## config.mk

```make
export PLATFORM = sky130hd
export DESIGN_NAME = psc_strap_decoder
export DESIGN_NICKNAME = d
export VERILOG_FILES = /design/src/psc_strap_decoder.v /design/src/psc_sync2.v
export VERILOG_INCLUDE_DIRS = /design/src
export SDC_FILE = /design/constraint.sdc
export NUM_CORES = 1
export LEC_CHECK = 0
export BUFFER_PORTS_ARGS = -buffer_cell sky130_fd_sc_hd__buf_2
export CAP_MARGIN = 10
export CORE_UTILIZATION = 40
export DETAILED_ROUTE_END_ITERATION = 12
export GPL_ROUTABILITY_DRIVEN = 0
export GPL_TIMING_DRIVEN = 0
export MAX_ROUTING_LAYER = met4
export PLACE_DENSITY = 0.63
export SLEW_MARGIN = 0
export SYNTH_ARGS = -nofsm -noshare
export SYNTH_HDL_FRONTEND = slang
export SYNTH_SLANG_ARGS = --single-unit
```

## constraint.sdc

```tcl
create_clock -name ref_clk_in -period 6.54 [get_ports ref_clk_in]
set_input_delay 1.635 -clock ref_clk_in [delete_from_list [all_inputs] [get_ports ref_clk_in]]
set_output_delay 1.635 -clock ref_clk_in [all_outputs]
set_load 0.01 [all_outputs]
```

## src/psc_map.vh

```
// Register offsets, fields, reset values and timing counts for the strap decoder
`ifndef PSC_MAP_VH
`define PSC_MAP_VH
`define PSC_OFF_CTRL 4'h0
`define PSC_OFF_STATUS 4'h1
`define PSC_OFF_ACTIVE 4'h2
`define PSC_OFF_STRAPS 4'h3
`define PSC_OFF_SYNCCNT 4'h4
`define PSC_CTRL_SOFT_RESET 0
`define PSC_CTRL_SPI_WIRES 1
`define PSC_CTRL_SYNC_REQ 2
`define PSC_CTRL_RESET 32'h0000_0000
`define PSC_ST_SPI_MODE 0
`define PSC_ST_RESET_SEEN 1
`define PSC_ST_NEED_SYNC 2
`define PSC_ST_CFG_VALID 3
`define PSC_ST_AIN_PRECHG 4
`define PSC_ST_REF_PRECHG 5
`define PSC_ACT_FILTER 0
`define PSC_ACT_DEC_LSB 1
`define PSC_ACT_RATIO_LSB 8
`define PSC_RATIO_00 11'h020
`define PSC_RATIO_01 11'h040
`define PSC_RATIO_10 11'h080
`define PSC_RATIO_11 11'h400
`define PSC_LAYOUT_RESET 2'h0
`define PSC_STRAP_SETTLE 4'h3
`endif

```

## src/psc_strap_decoder.v

```verilog
// Strap-pin configuration front end with an Avalon-MM register slave
//
// Summary of operation
// - Result readout path independent of control path
// - Sample control-select strap at power-up
// - Serial mode accepts three- or four-wire SPI
// - Output layout chosen by layout straps
// - Per-channel lanes or time-multiplexed shared lanes
// - Known configuration after power-up and reset; resync needed after fault
// - Pin mode enables analog precharge buffers
// - Pin mode disables reference precharge buffers
// - Filter strap high sinc5, low wideband
// - Decimation straps 00/01/10/11 give 32/64/128/1024
// - One decimation ratio for all channels
`timescale 1ns/1ns
`default_nettype none
`include "psc_map.vh"
module psc_strap_decoder (
  input wire ref_clk_in,
  input wire resetn_in,
  input wire ctrl_select_strap_in,
  input wire filter_strap_in,
  input wire decimation_strap_hi_in,
  input wire decimation_strap_lo_in,
  input wire output_layout_strap_hi_in,
  input wire output_layout_strap_lo_in,
  input wire start_n_in,
  input wire sync_n_in,
  input wire supply_fault_in,
  input wire [3:0] avs_address_in,
  input wire avs_read_in,
  input wire avs_write_in,
  input wire [31:0] avs_writedata_in,
  output reg [31:0] avs_readdata_out,
  output reg avs_waitrequest_out,
  output reg spi_mode_out,
  output reg spi_four_wire_out,
  output reg sinc5_sel_out,
  output reg [1:0] dec_sel_out,
  output reg [10:0] dec_ratio_out,
  output reg [1:0] lane_layout_out,
  output reg shared_lanes_out,
  output reg ain_precharge_en_out,
  output reg ref_precharge_en_out,
  output reg cfg_apply_out,
  output reg cfg_valid_out
);
  localparam ST_IDLE = 3'b001;
  localparam ST_ACK = 3'b010;
  localparam ST_DONE = 3'b100;

  reg rst_meta_r;
  reg rst_sync_r;
  wire rst_n;
  wire [7:0] pins_s;
  reg boot_r;
  reg [3:0] settle_r;
  reg [31:0] ctrl_r;
  reg reset_seen_r;
  reg need_sync_r;
  reg sync_prev_r;
  reg sync_req_r;
  reg [15:0] sync_cnt_r;
  reg [2:0] bus_st_r;
  reg [2:0] bus_st_nxt;
  reg [31:0] rdata_nxt;
  reg [5:0] straps_prev_r;
  wire sync_level;
  wire sync_edge;
  wire fault_s;
  wire straps_changed;
  wire sw_reset;

  function [10:0] dec_ratio;
    input [1:0] sel;
    begin
      case (sel)
        2'b00: dec_ratio = `PSC_RATIO_00;
        2'b01: dec_ratio = `PSC_RATIO_01;
        2'b10: dec_ratio = `PSC_RATIO_10;
        default: dec_ratio = `PSC_RATIO_11;
      endcase
    end
  endfunction

  // Reset release through two flops so all logic leaves reset together
  always @(posedge ref_clk_in or negedge resetn_in) begin
    if (!resetn_in) begin
      rst_meta_r <= 1'b0;
      rst_sync_r <= 1'b0;
    end else begin
      rst_meta_r <= 1'b1;
      rst_sync_r <= rst_meta_r;
    end
  end
  assign rst_n = rst_sync_r;

  psc_sync2 #(
    .W(8)
  ) u_pins (
    .ref_clk_in(ref_clk_in),
    .rst_n_in(rst_n),
    .async_in({supply_fault_in, ~start_n_in, ~sync_n_in,
      ctrl_select_strap_in, filter_strap_in,
      decimation_strap_hi_in, decimation_strap_lo_in,
      output_layout_strap_hi_in ^ output_layout_strap_lo_in ^ 1'b0}),
    .sync_out(pins_s)
  );

  // Layout straps take their own pair of synchronised flops
  wire [1:0] layout_s;
  psc_sync2 #(
    .W(2)
  ) u_layout (
    .ref_clk_in(ref_clk_in),
    .rst_n_in(rst_n),
    .async_in({output_layout_strap_hi_in, output_layout_strap_lo_in}),
    .sync_out(layout_s)
  );

  assign fault_s = pins_s[7];
  assign sync_level = pins_s[6] | pins_s[5];
  assign sync_edge = sync_level & ~sync_prev_r;
  assign sw_reset = ctrl_r[`PSC_CTRL_SOFT_RESET];
  assign straps_changed = ({pins_s[3:1], layout_s, pins_s[4]} !=
    straps_prev_r);

  // Control select is caught once the synchronised straps have settled
  always @(posedge ref_clk_in or negedge rst_n) begin
    if (!rst_n) begin
      boot_r <= 1'b1;
      settle_r <= 4'h0;
      spi_mode_out <= 1'b0;
    end else if (boot_r) begin
      settle_r <= settle_r + 4'h1;
      if (settle_r == `PSC_STRAP_SETTLE) begin
        boot_r <= 1'b0;
        spi_mode_out <= pins_s[4];
      end
    end
  end

  // Configuration and status; the result readout path never reads these
  always @(posedge ref_clk_in or negedge rst_n) begin
    if (!rst_n) begin
      sync_prev_r <= 1'b0;
      reset_seen_r <= 1'b0;
      need_sync_r <= 1'b1;
      sinc5_sel_out <= 1'b0;
      dec_sel_out <= 2'b00;
      dec_ratio_out <= `PSC_RATIO_00;
      lane_layout_out <= `PSC_LAYOUT_RESET;
      shared_lanes_out <= 1'b0;
      ain_precharge_en_out <= 1'b0;
      ref_precharge_en_out <= 1'b0;
      cfg_apply_out <= 1'b0;
      cfg_valid_out <= 1'b0;
      spi_four_wire_out <= 1'b0;
      sync_cnt_r <= 16'h0000;
      straps_prev_r <= 6'h00;
    end else begin
      sync_prev_r <= sync_level;
      cfg_apply_out <= 1'b0;
      straps_prev_r <= {pins_s[3:1], layout_s, pins_s[4]};
      spi_four_wire_out <= ctrl_r[`PSC_CTRL_SPI_WIRES];
      ain_precharge_en_out <= !spi_mode_out;
      ref_precharge_en_out <= 1'b0;
      if (sw_reset) begin
        reset_seen_r <= 1'b1;
      end
      if (fault_s || sw_reset) begin
        cfg_valid_out <= 1'b0;
        need_sync_r <= 1'b1;
      end else if (!boot_r && !spi_mode_out && straps_changed) begin
        need_sync_r <= 1'b1;
      end
      // Fault and soft reset win over a sync landing in the same cycle
      if (!boot_r && !spi_mode_out && !fault_s && !sw_reset &&
          (sync_edge || sync_req_r)) begin
        sinc5_sel_out <= pins_s[3];
        dec_sel_out <= pins_s[2:1];
        dec_ratio_out <= dec_ratio(pins_s[2:1]);
        lane_layout_out <= layout_s;
        shared_lanes_out <= layout_s != 2'b00;
        cfg_apply_out <= 1'b1;
        cfg_valid_out <= 1'b1;
        need_sync_r <= 1'b0;
        sync_cnt_r <= sync_cnt_r + 16'h0001;
      end
    end
  end

  // Control register; soft reset and sync request self-clear
  always @(posedge ref_clk_in or negedge rst_n) begin
    if (!rst_n) begin
      ctrl_r <= `PSC_CTRL_RESET;
      sync_req_r <= 1'b0;
    end else begin
      ctrl_r[`PSC_CTRL_SOFT_RESET] <= 1'b0;
      sync_req_r <= 1'b0;
      if (bus_st_r == ST_ACK && avs_write_in &&
          avs_address_in == `PSC_OFF_CTRL) begin
        ctrl_r[`PSC_CTRL_SOFT_RESET] <=
          avs_writedata_in[`PSC_CTRL_SOFT_RESET];
        ctrl_r[`PSC_CTRL_SPI_WIRES] <=
          avs_writedata_in[`PSC_CTRL_SPI_WIRES];
        sync_req_r <= avs_writedata_in[`PSC_CTRL_SYNC_REQ];
      end
    end
  end

  // Bus slave: one wait cycle, answer on the second edge
  always @* begin
    bus_st_nxt = bus_st_r;
    case (bus_st_r)
      ST_IDLE: begin
        if (avs_read_in || avs_write_in) begin
          bus_st_nxt = ST_ACK;
        end
      end
      ST_ACK: bus_st_nxt = ST_DONE;
      ST_DONE: bus_st_nxt = ST_IDLE;
      default: bus_st_nxt = ST_IDLE;
    endcase
  end

  always @* begin
    rdata_nxt = 32'h0000_0000;
    case (avs_address_in)
      `PSC_OFF_CTRL: begin
        rdata_nxt[`PSC_CTRL_SPI_WIRES] = ctrl_r[`PSC_CTRL_SPI_WIRES];
      end
      `PSC_OFF_STATUS: begin
        rdata_nxt[`PSC_ST_SPI_MODE] = spi_mode_out;
        rdata_nxt[`PSC_ST_RESET_SEEN] = reset_seen_r;
        rdata_nxt[`PSC_ST_NEED_SYNC] = need_sync_r;
        rdata_nxt[`PSC_ST_CFG_VALID] = cfg_valid_out;
        rdata_nxt[`PSC_ST_AIN_PRECHG] = ain_precharge_en_out;
        rdata_nxt[`PSC_ST_REF_PRECHG] = ref_precharge_en_out;
      end
      `PSC_OFF_ACTIVE: begin
        rdata_nxt[`PSC_ACT_FILTER] = sinc5_sel_out;
        rdata_nxt[`PSC_ACT_DEC_LSB+1:`PSC_ACT_DEC_LSB] = dec_sel_out;
        rdata_nxt[`PSC_ACT_RATIO_LSB+10:`PSC_ACT_RATIO_LSB] = dec_ratio_out;
      end
      `PSC_OFF_STRAPS: begin
        rdata_nxt[5:0] = {pins_s[4], pins_s[3], pins_s[2:1], layout_s};
      end
      `PSC_OFF_SYNCCNT: begin
        rdata_nxt[15:0] = sync_cnt_r;
      end
      default: rdata_nxt = 32'h0000_0000;
    endcase
  end

  always @(posedge ref_clk_in or negedge rst_n) begin
    if (!rst_n) begin
      bus_st_r <= ST_IDLE;
      avs_waitrequest_out <= 1'b1;
      avs_readdata_out <= 32'h0000_0000;
    end else begin
      bus_st_r <= bus_st_nxt;
      avs_waitrequest_out <= !(bus_st_nxt == ST_ACK);
      if (bus_st_nxt == ST_ACK && avs_read_in) begin
        avs_readdata_out <= rdata_nxt;
      end
    end
  end
endmodule
`default_nettype wire

```

## src/psc_sync2.v

```verilog
// Two flip-flop synchroniser for a bundle of pin levels
`timescale 1ns/1ns
`default_nettype none
module psc_sync2 #(
  parameter W = 1
) (
  input wire ref_clk_in,
  input wire rst_n_in,
  input wire [W-1:0] async_in,
  output wire [W-1:0] sync_out
);
  reg [W-1:0] meta_r;
  reg [W-1:0] sync_r;
  always @(posedge ref_clk_in or negedge rst_n_in) begin
    if (!rst_n_in) begin
      meta_r <= {W{1'b0}};
      sync_r <= {W{1'b0}};
    end else begin
      meta_r <= async_in;
      sync_r <= meta_r;
    end
  end
  assign sync_out = sync_r;
endmodule
`default_nettype wire

```

==> metrics.cfg <==
[die]
row_count=34
fp.dieArea_mm2=0.00947
ioPinCount=105
core_area_mm2=0.00876
die_w_um=97.3
die_h_um=97.3
start_util=0.415

[cts]
cts_tree=built
ctsHoldBuffers=0
cts_resized=0
postCtsSetupBuffers=0
cts_sinks=89
cts_buffers=9
htreeDepth=3
clk_pin_slew_ps=90
clockBufferDepth=2
clock_latency_ps=360
cts-root-buf=clkbuf_8

[critical_path]
crit_required_ps=6840
endpoint_kind=register
slowest_stage=nor4b_1
cp-start-kind=primary input
critical_path.max_fanout=8
arrival_ps=3120
ff2ff_setup_slack_ps=4540
cp_top_family=simple AND/OR/NAND/NOR gates
cpPeakStageDelay_ps=710
setup.worst_path.class=in -> reg
crit_buf_inv=2
crit_chain=clkbuf_1 > inv_1 > nor4b_1 > a221o_1

[final_layout]
final_cells=510
design_area_mm2=0.00441
nets=448
syn2layout_area_growth_pct=21.3
antenna_cells=0
drive_above_1_share=0.276
n_fill_cell=825

[synthesis]
synthArstFlopShare=1.00
synth_most_common_cell=dfrtp_1
synth.top_cell.area_share=0.578
syn_area_per_cell_um2=11.6
synth.area.top_cells=dfrtp_1 (58%), nand2_1 (5.8%), buf_4 (4.8%), dfstp_2 (3.6%), xnor2_1 (3.6%)
ys_seq_elements=89
synth_edf_count=0
ys_warn_count=0
synthCells=313
synth_ff_type=dfrtp_1
netlist-cell-type-count=45
yosysSeqAreaShare=0.614
synth_top_cell_by_area=dfrtp_1
synthTopCellsByCount=dfrtp_1 (84), nand2_1 (56), buf_4 (23), o21ai_0 (16)
netlist_area_mm2=0.00363

[flow_run]
cap_violations=0

[grt]
grt_max_degree=69
overflow=0
antenna_found_initial=0
gr-usage-all-layers=0.160
grt_pass1_wl_mm=11.4
first_global_vias=2284

[route]
wirelength_mm=6.79
wl_per_cell_um=13.3
drt-pass1-iter-count=4
antenna_left=0
drt_iter0_drc=116
drc=0
vias_per_cell=4.69
vias=2392

[placed_design]
place_ws_ps=3350
port_buffers=50
dpl.cell_count=494
dp_hpwl_mm=4.86
place_area_mm2=0.00413

[timing]
finClkSkew_ps=11.7
tightest_slew_ps=750
hold_violations=0
relSlewSlack=0.493
rsz0062_at_grt=no
hold_slack_ps=220
final.min_clock_period_ps=2830
maxSlewViolCount=0
fin_setup_tns_ps=0
setup_viol=0
fin_crit_sh=0.432
setup_slack_ps=3710
max_freq_ghz=0.354

[power]
p_per_area_mw_per_mm2=305
peakVddDrop_mv=0.217
p_leak_nw=2.15

[outcome]
outcome=complete, no violations

[min_path]
hp-class=reg -> async

cell usage in the layout (no fill, tap or decap), drive strengths merged, types with 3 or more instances in the layout:
cell,instances
a221o,3
buf,77
bufinv,4
clkbuf,17
conb,24
dfrtp,84
dfstp,5
inv,13
mux2,5
nand2,56
nand3,6
nand4,7
nor2,15
nor4,4
o21ai,16
o31ai,4
xnor2,15
xor2,10
metrics by stage:
stage	total power [mW]	util
global route	1.42	0.503
finish	1.35	0.503
floorplan	0.791	-
global placement	0.855	0.468
CTS	1.37	0.503
detailed placement	0.863	0.472
state kept, by name (all words and copies together), names as in the netlist, 3 cells and up:
| name | count |
|---|---|
| u_pins.sync_out | 7 |
| bus_st_r | 3 |
| u_pins.meta_r | 7 |
| settle_r | 4 |
| straps_prev_r | 6 |
| sync_cnt_r | 16 |
| avs_readdata_out | 17 |
| dec_ratio_out | 4 |
kinds of logic (layout without fill, tap and decap cells):
family,Yosys count,after routing,synth area share
buffers and inverters,45,112,0.0747
other,2,24,0.00207
and+or+nand+nor,104,104,0.138
muxes,8,8,0.0272
adders and majority gates,2,2,0.00688
DFF,89,89,0.614
AOI/OAI and AO/OA,38,38,0.0761
xor gates and xnor gates,25,25,0.0602
worst reg2reg max path, cell delays in order (launching register included):
cell and delay [ps]:
dfrtp_1 450, or4_4 600, a2111oi_4 510, nand4_1 180, xnor2_1 150
metal layers:
| layer | part of all wire | GRT usage | vias to the layer above |
|---|---|---|---|
| met3 | 0.040 | 0.0396 | 9 |
| li1 | - | - | 1172 |
| met5 | 0 | - | - |
| met1 | 0.48 | 0.214 | 1158 |
| met2 | 0.46 | 0.236 | 53 |
| met4 | 0.019 | 0.0611 | 0 |
report_power, final:
| part | internal, mW | leakage, nW | switching [mW] |
|---|---|---|---|
| Combinational | 0.0776 | 0.894 | 0.107 |
| Clock | 0.305 | 0.137 | 0.194 |
| Sequential | 0.617 | 1.12 | 0.0472 |
| Total | 0.999 | 2.15 | 0.348 |
path summary, 6_finish.rpt:
| path | from | end | cells past startpoint |
|---|---|---|---|
| setup / recovery | avs_address_in[1] | avs_readdata_out[15] | 4 |
| hold / removal | rst_n | u_layout.sync_out[0] | 0 |
| setup reg to reg | spi_mode_out | sync_cnt_r[14] | 4 |
| hold reg to reg | rst_n | u_layout.sync_out[0] | 0 |
| max in group asynchronous | resetn_in | rst_n | 1 |
| min in group ref_clk_in | u_pins.meta_r[6] | u_pins.sync_out[6] | 0 |
cell type report:
type | instances | area, um^2 | area share
multi-input combinational | 201 | 1210 | 0.275
tap | 108 | 135 | 0.0306
clock buffer | 10 | 138 | 0.0312
buffer | 33 | 226 | 0.0514
inverter | 12 | 45.0 | 0.0102
timing repair buffer | 51 | 278 | 0.0630
clock inverter | 6 | 138 | 0.0312
sequential | 89 | 2240 | 0.507
Power figures use the tool's default switching activity.
